File: src/e1_spare_consts.svh
`ifndef E1_SPARE_CONSTS_SVH
`define E1_SPARE_CONSTS_SVH
`define ADDR_W 8
`define OFF_TX_SI_ALIGN 8'h42
`define OFF_TX_SI_NONALIGN 8'h43
`define OFF_TX_REMOTE_ALARM 8'h44
`define OFF_TX_SA4 8'h45
`define OFF_TX_SA5 8'h46
`define OFF_TX_SA6 8'h47
`define OFF_TX_SA7 8'h48
`define OFF_TX_SA8 8'h49
`define OFF_TX_INSERT_CTRL 8'h4a
`define OFF_TX_NONALIGN_FRAME 8'h41
`define RST_FRAME_BITS 8'h00
`define RST_INSERT_CTRL 8'h00
`define RST_NONALIGN_FRAME 8'h40
`define CTRL_SA8 0
`define CTRL_SA7 1
`define CTRL_SA6 2
`define CTRL_SA5 3
`define CTRL_SA4 4
`define CTRL_RA 5
`define CTRL_SI_NONALIGN 6
`define CTRL_SI_ALIGN 7
`define NAF_SI 7
`define NAF_A 5
`define NAF_SA4 4
`define BITS_PER_FRAME 256
`define FRAMES_PER_MF 16
`define SA_FIRST_BIT 3
`define A_BIT 2
`define SI_BIT 0
`endif

File: src/e1_spare_pkg.sv
package e1_spare_pkg;
  typedef enum logic [2:0] {
    SRC_PASS = 3'b000,
    SRC_PER_FRAME = 3'b001,
    SRC_NONALIGN_REG = 3'b010
  } bit_src_t;
  typedef logic [7:0] reg8_t;
endpackage : e1_spare_pkg

File: src/stream_if.sv
`timescale 1ns/1ps
`default_nettype none
interface stream_if;
  logic valid;
  logic ready;
  logic data;
  logic [3:0] frame;
  logic [7:0] slot;
  modport src (output valid, output data, output frame, output slot,
    input ready);
  modport snk (input valid, input data, input frame, input slot,
    output ready);
endinterface : stream_if
`default_nettype wire

File: src/e1_skid_buffer.sv
`timescale 1ns/1ps
`default_nettype none
module e1_skid_buffer (
  // Clock and reset
  input wire logic ref_clk,
  input wire logic resetn,
  // Streams
  stream_if.snk up,
  stream_if.src dn
);
  // Two entries: full throughput and no combinational ready path
  logic [12:0] mem [2];
  logic [1:0] cnt_q;
  logic [1:0] cnt_d;
  logic ready_q;
  logic wrPtr_q;
  logic rdPtr_q;
  logic push;
  logic pop;

  // Ready from a flop, so the pin and the real take always agree
  assign up.ready = ready_q;
  assign cnt_d = cnt_q + {1'b0, push} - {1'b0, pop};
  assign dn.valid = (cnt_q != 2'd0);
  assign {dn.data, dn.frame, dn.slot} = mem[rdPtr_q];
  assign push = up.valid && up.ready;
  assign pop = dn.valid && dn.ready;

  always_ff @(posedge ref_clk or negedge resetn) begin
    if (!resetn) begin
      cnt_q <= 2'd0;
      ready_q <= 1'b0;
      wrPtr_q <= 1'b0;
      rdPtr_q <= 1'b0;
    end else begin
      cnt_q <= cnt_d;
      ready_q <= (cnt_d != 2'd2);
      if (push) wrPtr_q <= ~wrPtr_q;
      if (pop) rdPtr_q <= ~rdPtr_q;
    end
  end

  always_ff @(posedge ref_clk) begin
    if (push) mem[wrPtr_q] <= {up.data, up.frame, up.slot};
  end
endmodule : e1_skid_buffer
`default_nettype wire

File: src/e1_tx_spare_bit_inserter.sv
`timescale 1ns/1ps
`default_nettype none
`include "e1_spare_consts.svh"
module e1_tx_spare_bit_inserter
  import e1_spare_pkg::*;
#(
  parameter int FRAME_BITS = `BITS_PER_FRAME
) (
  // Clock and reset
  input wire logic ref_clk,
  input wire logic resetn,
  // Control port
  input wire logic [7:0] addr,
  input wire logic [7:0] wrData,
  input wire logic wrEn,
  input wire logic rdEn,
  output logic [7:0] rdData,
  output logic rdValid,
  // Serial transmit data in, one bit per beat
  input wire logic serial_tx_data_in,
  input wire logic txInValid,
  output logic txInReady,
  // Outgoing stream towards the formatter
  output logic txOut,
  output logic txOutValid,
  output logic [3:0] txOutFrame,
  output logic [7:0] txOutSlot,
  input wire logic txOutReady
);
  if (FRAME_BITS != `BITS_PER_FRAME) begin : g_bad_frame
    $error("Only 256-bit E1 frames supported");
  end

  reg8_t tx_si_align_frame_bits_q;
  reg8_t tx_si_nonalign_frame_bits_q;
  reg8_t tx_remote_alarm_frame_bits_q;
  reg8_t tx_sa4_frame_bits_q;
  reg8_t tx_sa5_frame_bits_q;
  reg8_t tx_sa6_frame_bits_q;
  reg8_t tx_sa7_frame_bits_q;
  reg8_t tx_sa8_frame_bits_q;
  reg8_t tx_overhead_insert_ctrl_q;
  reg8_t tx_nonalign_frame_reg_q;
  logic [3:0] frame_q;
  logic [7:0] slot_q;
  logic outBit;
  bit_src_t src;
  logic [2:0] frameIdx;
  logic beat;

  stream_if inS ();
  stream_if outS ();

  // Frame bit index: bit 7 holds frame 0/1, bit 0 frame 14/15
  function automatic logic pick(input reg8_t r, input logic [3:0] f);
    pick = r[3'd7 - f[3:1]];
  endfunction : pick

  // Control port writes
  always_ff @(posedge ref_clk or negedge resetn) begin
    if (!resetn) begin
      tx_si_align_frame_bits_q <= `RST_FRAME_BITS;
      tx_si_nonalign_frame_bits_q <= `RST_FRAME_BITS;
      tx_remote_alarm_frame_bits_q <= `RST_FRAME_BITS;
      tx_sa4_frame_bits_q <= `RST_FRAME_BITS;
      tx_sa5_frame_bits_q <= `RST_FRAME_BITS;
      tx_sa6_frame_bits_q <= `RST_FRAME_BITS;
      tx_sa7_frame_bits_q <= `RST_FRAME_BITS;
      tx_sa8_frame_bits_q <= `RST_FRAME_BITS;
      tx_overhead_insert_ctrl_q <= `RST_INSERT_CTRL;
      tx_nonalign_frame_reg_q <= `RST_NONALIGN_FRAME;
    end else if (wrEn) begin
      unique case (addr)
        `OFF_TX_SI_ALIGN: tx_si_align_frame_bits_q <= wrData;
        `OFF_TX_SI_NONALIGN: tx_si_nonalign_frame_bits_q <= wrData;
        `OFF_TX_REMOTE_ALARM: tx_remote_alarm_frame_bits_q <= wrData;
        `OFF_TX_SA4: tx_sa4_frame_bits_q <= wrData;
        `OFF_TX_SA5: tx_sa5_frame_bits_q <= wrData;
        `OFF_TX_SA6: tx_sa6_frame_bits_q <= wrData;
        `OFF_TX_SA7: tx_sa7_frame_bits_q <= wrData;
        `OFF_TX_SA8: tx_sa8_frame_bits_q <= wrData;
        `OFF_TX_INSERT_CTRL: tx_overhead_insert_ctrl_q <= wrData;
        `OFF_TX_NONALIGN_FRAME: tx_nonalign_frame_reg_q <= wrData;
        default: ;
      endcase
    end
  end

  // Control port reads, one cycle latency; unmapped reads as zero
  always_ff @(posedge ref_clk or negedge resetn) begin
    if (!resetn) begin
      rdData <= 8'h00;
      rdValid <= 1'b0;
    end else begin
      rdValid <= rdEn;
      if (rdEn) begin
        unique case (addr)
          `OFF_TX_SI_ALIGN: rdData <= tx_si_align_frame_bits_q;
          `OFF_TX_SI_NONALIGN: rdData <= tx_si_nonalign_frame_bits_q;
          `OFF_TX_REMOTE_ALARM: rdData <= tx_remote_alarm_frame_bits_q;
          `OFF_TX_SA4: rdData <= tx_sa4_frame_bits_q;
          `OFF_TX_SA5: rdData <= tx_sa5_frame_bits_q;
          `OFF_TX_SA6: rdData <= tx_sa6_frame_bits_q;
          `OFF_TX_SA7: rdData <= tx_sa7_frame_bits_q;
          `OFF_TX_SA8: rdData <= tx_sa8_frame_bits_q;
          `OFF_TX_INSERT_CTRL: rdData <= tx_overhead_insert_ctrl_q;
          `OFF_TX_NONALIGN_FRAME: rdData <= tx_nonalign_frame_reg_q;
          default: rdData <= 8'h00;
        endcase
      end
    end
  end

  // Position in the multiframe advances per accepted input bit
  assign beat = txInValid && inS.ready;
  always_ff @(posedge ref_clk or negedge resetn) begin
    if (!resetn) begin
      slot_q <= 8'h00;
      frame_q <= 4'h0;
    end else if (beat) begin
      slot_q <= slot_q + 8'h01;
      if (slot_q == 8'hff) frame_q <= frame_q + 4'h1;
    end
  end

  // Source selection for overhead positions of slot 0
  assign frameIdx = 3'd7 - frame_q[3:1];
  always_comb begin
    src = SRC_PASS;
    outBit = serial_tx_data_in;
    if (slot_q == 8'h00 && slot_q[2:0] == 3'd0) begin
      if (!frame_q[0]) begin
        if (tx_overhead_insert_ctrl_q[`CTRL_SI_ALIGN]) begin
          src = SRC_PER_FRAME;
          outBit = pick(tx_si_align_frame_bits_q, frame_q);
        end
      end else if (tx_overhead_insert_ctrl_q[`CTRL_SI_NONALIGN]) begin
        src = SRC_PER_FRAME;
        outBit = pick(tx_si_nonalign_frame_bits_q, frame_q);
      end else begin
        src = SRC_NONALIGN_REG;
        outBit = tx_nonalign_frame_reg_q[`NAF_SI];
      end
    end else if (slot_q == 8'(`A_BIT) && frame_q[0]) begin
      if (tx_overhead_insert_ctrl_q[`CTRL_RA]) begin
        src = SRC_PER_FRAME;
        outBit = pick(tx_remote_alarm_frame_bits_q, frame_q);
      end else begin
        src = SRC_NONALIGN_REG;
        outBit = tx_nonalign_frame_reg_q[`NAF_A];
      end
    end else if (slot_q >= 8'd3 && slot_q <= 8'd7 && frame_q[0]) begin
      src = SRC_NONALIGN_REG;
      outBit = tx_nonalign_frame_reg_q[`NAF_SA4 - (slot_q[2:0] - 3'd3)];
      unique case (slot_q[2:0])
        3'd3: if (tx_overhead_insert_ctrl_q[`CTRL_SA4]) begin
          src = SRC_PER_FRAME;
          outBit = pick(tx_sa4_frame_bits_q, frame_q);
        end
        3'd4: if (tx_overhead_insert_ctrl_q[`CTRL_SA5]) begin
          src = SRC_PER_FRAME;
          outBit = pick(tx_sa5_frame_bits_q, frame_q);
        end
        3'd5: if (tx_overhead_insert_ctrl_q[`CTRL_SA6]) begin
          src = SRC_PER_FRAME;
          outBit = pick(tx_sa6_frame_bits_q, frame_q);
        end
        3'd6: if (tx_overhead_insert_ctrl_q[`CTRL_SA7]) begin
          src = SRC_PER_FRAME;
          outBit = pick(tx_sa7_frame_bits_q, frame_q);
        end
        3'd7: if (tx_overhead_insert_ctrl_q[`CTRL_SA8]) begin
          src = SRC_PER_FRAME;
          outBit = pick(tx_sa8_frame_bits_q, frame_q);
        end
        default: ;
      endcase
    end
  end

  assign inS.valid = txInValid;
  assign inS.data = outBit;
  assign inS.frame = frame_q;
  assign inS.slot = slot_q;

  e1_skid_buffer u_buf (
    .ref_clk(ref_clk),
    .resetn(resetn),
    .up(inS),
    .dn(outS)
  );

  // Output register stage; stalls back through the buffer
  assign outS.ready = !txOutValid || txOutReady;
  // Buffer ready is itself a flop
  assign txInReady = inS.ready;
  always_ff @(posedge ref_clk or negedge resetn) begin
    if (!resetn) begin
      txOut <= 1'b0;
      txOutValid <= 1'b0;
      txOutFrame <= 4'h0;
      txOutSlot <= 8'h00;
    end else begin
      if (outS.ready) begin
        txOutValid <= outS.valid;
        txOut <= outS.data;
        txOutFrame <= outS.frame;
        txOutSlot <= outS.slot;
      end
    end
  end
endmodule : e1_tx_spare_bit_inserter
`default_nettype wire

File: config.mk
export PLATFORM = sky130hd
export DESIGN_NAME = e1_tx_spare_bit_inserter
export DESIGN_NICKNAME = d
export VERILOG_FILES = /design/src/e1_spare_pkg.sv /design/src/stream_if.sv /design/src/e1_skid_buffer.sv /design/src/e1_tx_spare_bit_inserter.sv
export VERILOG_INCLUDE_DIRS = /design/src
export SDC_FILE = /design/constraint.sdc
export NUM_CORES = 1
export LEC_CHECK = 0
export ABC_CLOCK_PERIOD_IN_PS = 4870
export BUFFER_PORTS_ARGS = -buffer_cell sky130_fd_sc_hd__buf_4
export CORE_ASPECT_RATIO = 0.6
export CORE_MARGIN = 5
export CORE_UTILIZATION = 40
export DETAILED_ROUTE_END_ITERATION = 10
export PLACE_DENSITY = 0.55
export SLEW_MARGIN = 30
export SYNTH_ARGS = -nofsm -noshare
export SYNTH_HDL_FRONTEND = slang
export SYNTH_SLANG_ARGS = --single-unit
File: constraint.sdc
create_clock -name ref_clk -period 4.87 [get_ports ref_clk]
set_input_delay 0.974 -clock ref_clk [delete_from_list [all_inputs] [get_ports ref_clk]]
set_output_delay 0.974 -clock ref_clk [all_outputs]
set_load 0.01 [all_outputs]
==> impl_metrics.json, run 1 <==
{
  "synth_top_area_cell": "dfrtp_1",
  "finalCritPeriodShare_pct": 60.1,
  "holdBufCountCts": 0,
  "path_cells": "mux4_2 -> mux2i_1 -> nor2_1 -> nor4_1 -> nand4_1 -> a32o_1",
  "drt-total-wl_mm": 19.0,
  "synth-async-reset-ratio_pct": 82.2,
  "wire_per_inst_um": 22.7,
  "grt_max_degree": 78,
  "grt_pass1_vias": 4774,
  "n_antenna_cell": 0,
  "gp_congestion": 0.869,
  "crit_type": "reg2reg",
  "cts_resized": 0,
  "clock-sinks": 146,
  "synth_warnings": 0,
  "grt_usage_pct": 19.1,
  "required_ns": 5.05,
  "tns_ns": 0,
  "synth_edf_count": 26,
  "ir_drop_mv": 0.241,
  "finalHoldViolations": 0,
  "cts_max_level": 4,
  "drt_iter0_drc": 495,
  "hpwl_mm": 13.8,
  "dieArea_mm2": 0.0208,
  "fin_crit_ns": 2.93,
  "reg2reg_setup_slack_ns": 1.94,
  "cts.path.max_buffers": 2,
  "fin_cells": 836,
  "area_delta_synth_final_pct": 16.3,
  "coreArea_mm2": 0.0174,
  "drc": 0,
  "die_h_um": 114,
  "fin_skew_ns": 0.0113,
  "rows": 37,
  "numCtsBuffers": 17,
  "cpPeakStageDelay_ns": 0.95,
  "cpLargestDelayFamily": "flip-flops",
  "ys_ff_latch": 146,
  "grt_setup_unrepaired": "false",
  "antenna_left": 0,
  "p_leak_nw": 3.64,
  "synthesis.nets": 583,
  "synth_top_flop_cell": "dfrtp_1",
  "first_pass_iters": 5,
  "ys_seq_area_share_pct": 52.9,
  "status": "complete, no violations",
  "path_max_fanout": 17,
  "cp-start-kind": "flop",
  "maxCapViolCount": 0,
  "via_per_inst": 5.67,
  "drive_gt1_share_pct": 32.7,
  "dp_worst_setup_slack_ns": 1.64,
  "crit-reg2reg-launch": "frame_q[3]",
  "synth_cell_type_count": 62,
  "placed_cells": 804,
  "synth_area_mm2": 0.00716,
  "hold_path.class": "reg2reg",
  "drv_slew": 0,
  "fp.dieW_um": 183,
  "port_buffers": 46,
  "final_net_count": 621,
  "cp.arrival_ns": 3.10,
  "p_per_area_mw_per_mm2": 451,
  "avgSynthCellArea_um2": 13.0,
  "insertion_delay_ns": 0.43,
  "hold_depth": 2,
  "tightestPinTransition_ns": 0.975,
  "relSlewSlack_pct": 35.0,
  "setup_ws_ns": 1.94,
  "grt_pass1_wl_mm": 29.9,
  "critPathBufInv": 0,
  "cp-end-kind": "flop",
  "r2r_end": "u_buf.mem[0][12]",
  "hold_start": "txOutFrame[2]",
  "clk_pin_slew_ns": 0.07,
  "synth_top_area_share_pct": 41.6,
  "initial_core_util_pct": 41.2,
  "gr-total-overflow": 0,
  "clock.fmax_ghz": 0.342,
  "num_vias": 4744,
  "cts_setup_buffers": 0,
  "cts_tree": "yes",
  "syn_inst": 551,
  "ios": 47,
  "hold-path-endpoint": "txOutFrame[2]",
  "r2r_cells": 6,
  "cp_slowest_cell": "dfrtp_1",
  "synth.area.top_cells": "dfrtp_1, mux2_2, edfxtp_1, mux4_2, mux2i_1",
  "setup_violations": 0,
  "cts-root-buf": "clkbuf_16",
  "hold_slack_ns": 0.479,
  "p_total_mw": 3.76,
  "antenna_found_initial": 0
}
-- kinds of logic after synthesis --
family,after synthesis,share of synthesized area [%]
buffers and inverters,53,3.08
multiplexers,137,24.6
AND/OR/NAND/NOR,112,8.67
XOR/XNOR,14,1.71
flip-flops,146,52.9
AO/OA/AOI/OAI,80,7.45
adder cells (fa/ha/maj),9,1.57
-- flip-flops by register name, indices dropped and copies added (netlist names), 2 cells and up --
name                          count
tx_sa5_frame_bits_q               8
tx_si_nonalign_frame_bits_q       8
txOutFrame                        4
inS.slot                          8
u_buf.cnt_q                       2
rdData                            8
tx_remote_alarm_frame_bits_q      8
frame_q                           4
tx_sa8_frame_bits_q               8
txOutSlot                         8
tx_sa7_frame_bits_q               8
tx_si_align_frame_bits_q          8
tx_overhead_insert_ctrl_q         8
u_buf.mem                        26
tx_nonalign_frame_reg_q           8
tx_sa6_frame_bits_q               8
tx_sa4_frame_bits_q               8
-- report_power, final --
group | switching, mW | total [mW] | internal [mW]
sequential | 0.188 | 1.65 | 1.46
combinational | 0.375 | 0.714 | 0.339
clock | 0.568 | 1.39 | 0.823
-- layout by cell type, fill, tap and decap left out, types with 3 or more instances in the layout --
master,netlist,final
o21ai_0,30,30
o22ai_1,9,9
clkbuf_16,0,17
nor2_1,17,17
a222oi_1,4,4
a22oi_1,5,5
ha_1,9,9
xor2_1,4,4
nand2b_1,3,3
a21oi_1,5,5
bufinv_16,0,3
edfxtp_1,26,26
dfrtp_1,119,119
xnor2_1,10,10
mux2_4,8,8
a211oi_1,4,4
nor3_1,10,10
nand4_1,5,5
inv_6,0,6
mux4_2,21,21
nand3_1,8,8
buf_4,0,52
inv_1,18,18
mux2i_1,36,36
a221oi_1,3,3
mux2_2,72,72
and3_1,5,5
nor2b_1,11,11
nand2_1,38,38
-- routing by layer --
layer / GRT usage (%) / wire, um / up-vias
met4: 4.15 / 160 / 0
met3: 5.99 / 1490 / 12
met2: 25.0 / 7700 / 139
li1: - / - / 2137
met1: 30.5 / 9620 / 2456
met5: 0 / 0 / -
-- cells in the mapped netlist, types with 8 or more instances --
library cell  count
buf_1             9
buf_2            10
clkbuf_1         13
dfrtp_1         119
edfxtp_1         26
ha_1              9
inv_1            18
mux2_2           72
mux2_4            8
mux2i_1          36
mux4_2           21
nand2_1          38
nand3_1           8
nor2_1           17
nor2b_1          11
nor3_1           10
o21ai_0          30
o22ai_1           9
xnor2_1          10
-- worst max path at each step --
stage,start,end,slack [ns],cells after the start
after global placement,addr[5],tx_nonalign_frame_reg_q[5],1.72,5
after floorplan,addr[5],tx_si_align_frame_bits_q[1],2.11,6
after detailed placement,addr[5],tx_nonalign_frame_reg_q[2],1.64,5
after global routing,frame_q[3],u_buf.mem[1][12],1.87,6
final,frame_q[3],u_buf.mem[0][12],1.94,6
after CTS,frame_q[3],u_buf.mem[1][12],1.98,6
-- area by class of cell --
| cell class | instances | area (um2) |
|---|---|---|
| Tap cell | 234 | 293 |
| Clock buffer | 17 | 425 |
| Clock inverter | 15 | 195 |
| Multi-Input combinational cell | 352 | 3150 |
| Timing Repair Buffer | 53 | 402 |
| Sequential cell | 146 | 3780 |
| Inverter | 19 | 71.3 |
| Fill cell | 1544 | 9040 |
-- per-stage QoR --
step | cell area (um2) | util (%)
global placement | 7700 | 44.4
floorplan | 7160 | -
global route | 8320 | 47.9
finish | 8320 | 47.9
CTS | 8320 | 47.9
detailed placement | 7700 | 44.4
-- worst reg2reg max path: cells and delay by family, from the launching register on --
kind             cells  cell delay [ns]
AND/OR/NAND/NOR      3             0.52
AO/OA/AOI/OAI        1             0.25
flip-flops           1             0.95
multiplexers         2             0.95
(Power assumes the default switching activity.)
==> inputs of run 2 (changes only) <==
--- a/config.mk
+++ b/config.mk
@@ -6,13 +6,14 @@
 export SDC_FILE = /design/constraint.sdc
 export NUM_CORES = 1
 export LEC_CHECK = 0
-export ABC_CLOCK_PERIOD_IN_PS = 4870
+export ABC_AREA = 1
+export ABC_CLOCK_PERIOD_IN_PS = 2670
 export BUFFER_PORTS_ARGS = -buffer_cell sky130_fd_sc_hd__buf_4
 export CORE_ASPECT_RATIO = 0.6
 export CORE_MARGIN = 5
 export CORE_UTILIZATION = 40
 export DETAILED_ROUTE_END_ITERATION = 10
-export PLACE_DENSITY = 0.55
+export PLACE_DENSITY = 0.57
 export SLEW_MARGIN = 30
 export SYNTH_ARGS = -nofsm -noshare
 export SYNTH_HDL_FRONTEND = slang
==> constraint.sdc (replaced) <==
create_clock -name ref_clk -period 2.67 [get_ports ref_clk]
set_input_delay 0.534 -clock ref_clk [delete_from_list [all_inputs] [get_ports ref_clk]]
set_output_delay 0.534 -clock ref_clk [all_outputs]
set_load 0.01 [all_outputs]
==> impl_metrics.json, run 2 <==
{
  "clk_pin_slew_ns": 0.06,
  "final_net_count": 916,
  "drt_iter0_drc": 641,
  "hold_start": "rdEn",
  "crit_type": "reg2reg",
  "internal-power_mw": 5.03,
  "initial_core_util_pct": 41.2,
  "ys_top_cells_by_count": "nand2_1, dfrtp_1, o21ai_0, inv_1, nand3_1",
  "fin_skew_ns": 0.00956,
  "yosysMostFrequentCell": "nand2_1",
  "p_per_area_mw_per_mm2": 900,
  "synth_top_flop_cell": "dfrtp_1",
  "clock.fmax_ghz": 0.415,
  "synth_edf_count": 26,
  "top_layer": "met4",
  "hpwl_mm": 15.5,
  "avgSynthCellArea_um2": 8.57,
  "gp_congestion": 0.944,
  "synth-async-reset-ratio_pct": 82.2,
  "top_register": "u_buf.mem",
  "cp_slowest_cell": "dfrtp_2",
  "via_per_inst": 5.35,
  "finalHoldViolations": 0,
  "synth_cell_type_count": 38,
  "p_sw_mw": 2.53,
  "cp.arrival_ns": 2.59,
  "num_vias": 6052,
  "synth_top_area_cell": "dfrtp_1",
  "ir_drop_mv": 0.495,
  "fill_cells": 1693,
  "path_cells": "ha_1 -> ha_1 -> xor2_1 -> nand3_1 -> nand3_1 -> nand3_1 -> nand2_1 -> nor2_1 -> nand2_1 -> nand2_1 -> nand2_1 -> nand2_1 -> nand2_1",
  "cp-start-kind": "flop",
  "synth_area_mm2": 0.00715,
  "required_ns": 2.85,
  "wl_met3_mm": 2.47,
  "hold-path-endpoint": "rdValid",
  "r2r_end": "u_buf.mem[1][12]",
  "fp.dieW_um": 183,
  "grt_usage_pct": 21.4,
  "p_leak_nw": 3.77,
  "first_pass_iters": 6,
  "cts_tree": "yes",
  "ys_ff_latch": 146,
  "cp-end-kind": "flop",
  "tightestPinTransition_ns": 0.630,
  "rows": 37,
  "crit-reg2reg-launch": "inS.slot[0]",
  "grt_pass1_wl_mm": 33.9,
  "finalCritPeriodShare_pct": 90.2,
  "cts.path.max_buffers": 2,
  "fin_crit_ns": 2.41,
  "wl_met2_mm": 7.52,
  "cpMostUsedCell": "nand2_1",
  "setup_violations": 0,
  "status": "complete, no violations",
  "tns_ns": 0,
  "die_h_um": 114,
  "ios": 47,
  "synth_warnings": 0,
  "synth_top_area_share_pct": 41.7,
  "clock-sinks": 146,
  "relSlewSlack_pct": 57.9,
  "synth.area.top_cells": "dfrtp_1, nand2_1, edfxtp_1, o21ai_0, inv_1",
  "layout_common_cells": "nand2_1, dfrtp_1, o21ai_0",
  "hold_path.class": "in2reg",
  "drive_gt1_share_pct": 13.4,
  "switching_share_pct": 33.4,
  "grt_pass1_vias": 5657,
  "grt_setup_unrepaired": "false",
  "drt-total-wl_mm": 21.6,
  "setup_ws_ns": 0.261,
  "maxCapViolCount": 0,
  "numCtsBuffers": 17,
  "insertion_delay_ns": 0.43,
  "antenna_left": 0,
  "cpPeakStageDelay_ns": 0.47,
  "cts_max_level": 4,
  "combPwrFrac_pct": 26.0,
  "ys_seq_area_share_pct": 53.0,
  "pwr-share-seq_pct": 39.2,
  "port_buffers": 46,
  "wire_per_inst_um": 19.1,
  "cts-root-buf": "clkbuf_16",
  "cts_setup_buffers": 0,
  "syn_inst": 834,
  "n_antenna_cell": 0,
  "clock_power_share_pct": 34.8,
  "final_common_cell": "nand2_1",
  "largest_reg_flops": 26,
  "drv_slew": 0,
  "fin_util_pct": 48.4,
  "drc": 0,
  "grt_max_degree": 84,
  "r2r_cells": 13,
  "path_max_fanout": 10,
  "dp_worst_setup_slack_ns": 0.275,
  "area_delta_synth_final_pct": 17.5,
  "wl_met1_mm": 11.4,
  "coreArea_mm2": 0.0174,
  "dieArea_mm2": 0.0207,
  "synthesis.nets": 866,
  "antenna_found_initial": 0,
  "gr-total-overflow": 0,
  "hold_depth": 1,
  "reg2reg_setup_slack_ns": 0.26
}
-- run 2: metal layers --
layer | vias to the layer above | global-route usage [%]
li1 | 2872 | -
met1 | 2863 | 36.2
met2 | 293 | 25.2
met3 | 24 | 7.39
met4 | 0 | 4.30
met5 | - | 0
-- run 2: cell families after synthesis --
family | Yosys count | synth area share [%]
compound gates | 179 | 13.6
xor+xnor | 15 | 1.84
fa+ha+maj | 9 | 1.58
buf+inv | 119 | 7.16
flops | 146 | 53.0
mux | 1 | 0.158
simple gates | 365 | 22.7
-- run 2: through the flow --
step           hold slack, ns  area (um2)  total power, mW  instances
5_1_grt                 0.304        8390             7.98       1131
4_1_cts                 0.305        8390             7.57       1131
3_5_place_dp            0.338        7740             4.93       1098
3_3_place_gp            0.340        7740             4.92       1098
6_report                0.310        8390             7.55       1131
2_1_floorplan           0.238        7150             4.22        834
-- run 2: worst max-delay path: cells and delay by family, from the launching register on --
kind / cells / cell delay (ns)
flops: 1 / 0.47
xor+xnor: 1 / 0.18
fa+ha+maj: 2 / 0.69
simple gates: 10 / 0.83
-- run 2: timing repair --
item	in CTS	in global routing
hold buffers	1	0
resized for setup	0	1
endpoints found under the hold margin	2	0
endpoints found under the setup margin	0	2
-- run 2: cell type report --
| class | instances | area (um2) | share of cell area (%) |
|---|---|---|---|
| clock buffer | 20 | 479 | 5.71 |
| multi-input combinational | 569 | 2850 | 34.0 |
| tap | 234 | 293 | 3.49 |
| clock inverter | 12 | 166 | 1.98 |
| sequential | 146 | 3790 | 45.1 |
| timing repair buffer | 61 | 485 | 5.78 |
| inverter | 89 | 334 | 3.98 |
-- run 2: worst max-delay path by stage --
stage                start                to  slack, ns  depth (start not counted)
3_3_place_gp   inS.slot[0]  u_buf.mem[1][12]       0.29                         13
5_1_grt        inS.slot[0]  u_buf.mem[1][12]       0.07                         13
6_report       inS.slot[0]  u_buf.mem[1][12]       0.26                         13
3_5_place_dp   inS.slot[0]  u_buf.mem[1][12]       0.28                         13
4_1_cts        inS.slot[0]  u_buf.mem[0][12]       0.23                         13
2_1_floorplan  inS.slot[0]  u_buf.mem[0][12]       0.50                         13
-- run 2: power by group through the flow --
stage | Clock (mW) | Sequential, mW | Combinational [mW]
finish | 2.63 | 2.96 | 1.96
global placement | 0 | 2.99 | 1.93
CTS | 2.65 | 2.96 | 1.96
global route | 2.75 | 3.02 | 2.21
detailed placement | 0 | 3.00 | 1.94
floorplan | 0 | 2.99 | 1.23
==> inputs of run 3 (changes only) <==
--- a/config.mk
+++ b/config.mk
@@ -13,7 +13,8 @@
 export CORE_MARGIN = 5
 export CORE_UTILIZATION = 40
 export DETAILED_ROUTE_END_ITERATION = 10
-export PLACE_DENSITY = 0.57
+export PLACE_DENSITY = 0.62
+export REMOVE_ABC_BUFFERS = 1
 export SLEW_MARGIN = 30
 export SYNTH_ARGS = -nofsm -noshare
 export SYNTH_HDL_FRONTEND = slang
==> impl_metrics.json, run 3 (synthesis gave the netlist of run 2 again) <==
{
  "final_net_count": 918,
  "top_register": "u_buf.mem",
  "drv_slew": 0,
  "grt_setup_unrepaired": "false",
  "hold_slack_ns": 0.0968,
  "clk_pin_slew_ns": 0.07,
  "via_per_inst": 5.36,
  "placed_cells": 1101,
  "die_h_um": 114,
  "tns_ns": 0,
  "port_buffers": 46,
  "relSlewSlack_pct": 56.1,
  "initial_core_util_pct": 41.2,
  "grt_usage_pct": 20.9,
  "clock.fmax_ghz": 0.418,
  "layout_common_cells": "nand2_1, dfrtp_1, o21ai_0",
  "insertion_delay_ns": 0.42,
  "grt_pass1_vias": 5685,
  "status": "complete, no violations",
  "reg2reg_setup_slack_ns": 0.28,
  "ir_drop_mv": 0.416,
  "numCtsBuffers": 17,
  "cts.path.max_buffers": 2,
  "first_pass_iters": 6,
  "n_antenna_cell": 0,
  "coreArea_mm2": 0.0174,
  "drc": 0,
  "gr-total-overflow": 0,
  "largest_reg_flops": 26,
  "wire_per_inst_um": 18.5,
  "cts_tree": "yes",
  "setup_violations": 0,
  "fin_cells": 1133,
  "tightestPinTransition_ns": 0.658,
  "cp-start-kind": "flop",
  "drive_gt1_share_pct": 13.8,
  "dieArea_mm2": 0.0207,
  "grt_pass1_wl_mm": 33.3,
  "r2r_end": "u_buf.mem[1][12]",
  "cts_max_level": 4,
  "r2r_cells": 13,
  "finalCritPeriodShare_pct": 89.5,
  "area_delta_synth_final_pct": 17.5,
  "ios": 47,
  "p_per_area_mw_per_mm2": 894,
  "fin_skew_ns": 0.0104,
  "final_common_cell": "nand2_1",
  "fin_crit_ns": 2.39,
  "gp_congestion": 0.989,
  "hold_path.class": "in2async",
  "grt_max_degree": 49,
  "cp-end-kind": "flop",
  "p_leak_nw": 3.78,
  "cp.arrival_ns": 2.56,
  "drt_iter0_drc": 753,
  "fp.dieW_um": 183,
  "crit_type": "reg2reg",
  "maxCapViolCount": 0,
  "required_ns": 2.84,
  "finalHoldViolations": 0,
  "drt-total-wl_mm": 21.0,
  "path_max_fanout": 10,
  "cts-root-buf": "clkbuf_16",
  "clock-sinks": 146,
  "num_vias": 6069,
  "antenna_found_initial": 0,
  "antenna_left": 0,
  "crit-reg2reg-launch": "inS.slot[0]",
  "cts_setup_buffers": 0,
  "rows": 37,
  "hpwl_mm": 15.3
}
==> run 3: cell types whose count changed in the layout (fill, tap and decap cells not counted), sizes merged <==
cell / before / now
inv: 94 / 99
clkinvlp: 2 / 0
clkbuf: 20 / 17
dlygate4sd3: 1 / 0
buf: 60 / 63
==> run 3: worst max-delay path by stage <==
stage / slack (ns) / depth (start not counted) / start / end
3_3_place_gp: 0.30 / 16 / inS.slot[0] / u_buf.mem[0][12]
6_report: 0.28 / 13 / inS.slot[0] / u_buf.mem[1][12]
4_1_cts: 0.26 / 13 / inS.slot[0] / u_buf.mem[0][12]
2_1_floorplan: 0.42 / 7 / txOutReady / u_buf.up.ready
3_5_place_dp: 0.26 / 16 / inS.slot[0] / u_buf.mem[1][12]
5_1_grt: 0.04 / 16 / inS.slot[0] / u_buf.mem[0][12]
==> run 3: worst max-delay path, cell delays in order, from the launching register on <==
cell,delay [ns]
dfrtp_2,0.48
ha_1,0.31
ha_1,0.36
xor2_1,0.17
nand3_1,0.20
nand3_1,0.12
nand3_1,0.09
nand2_1,0.05
nor2_1,0.09
nand2_1,0.06
nand2_1,0.05
nand2_1,0.04
nand2_1,0.05
nand2_1,0.06
==> run 3: through the flow <==
stage / worst slack, ns / cell area [um2] / total power [mW] / utilization (%)
floorplan: 0.424 / 6970 / 4.15 / -
global placement: 0.305 / 7760 / 4.91 / 44.7
detailed placement: 0.262 / 7760 / 4.94 / 44.7
CTS: 0.257 / 8400 / 7.53 / 48.4
global route: 0.0444 / 8400 / 7.97 / 48.4
finish: 0.279 / 8400 / 7.50 / 48.4
==> run 3: cell type report <==
class | instances | area [um2]
Multi-Input combinational cell | 569 | 2850
Timing Repair Buffer | 63 | 498
Fill cell | 1681 | 8960
Inverter | 89 | 334
Tap cell | 234 | 293
Clock inverter | 15 | 210
Sequential cell | 146 | 3790
Clock buffer | 17 | 425
==> run 3: routing by layer <==
metal	share of wire, %	vias to the layer above	global-route usage [%]
met5	0	-	0
met4	0.97	0	3.95
met3	11	20	7.17
met2	36	280	25.3
met1	52	2889	34.8
li1	-	2880	-
==> run 3: report_power, final <==
part           total [mW]  switching, mW  internal [mW]  leakage, nW
registers            2.98          0.282           2.70         1.81
logic                1.93           1.21          0.718         1.66
clock network        2.60           1.07           1.52        0.315
==> run 3: repair_timing <==
item,CTS,global route
hold buffers,0,0
resized for setup,0,1
setup endpoints to repair,0,2
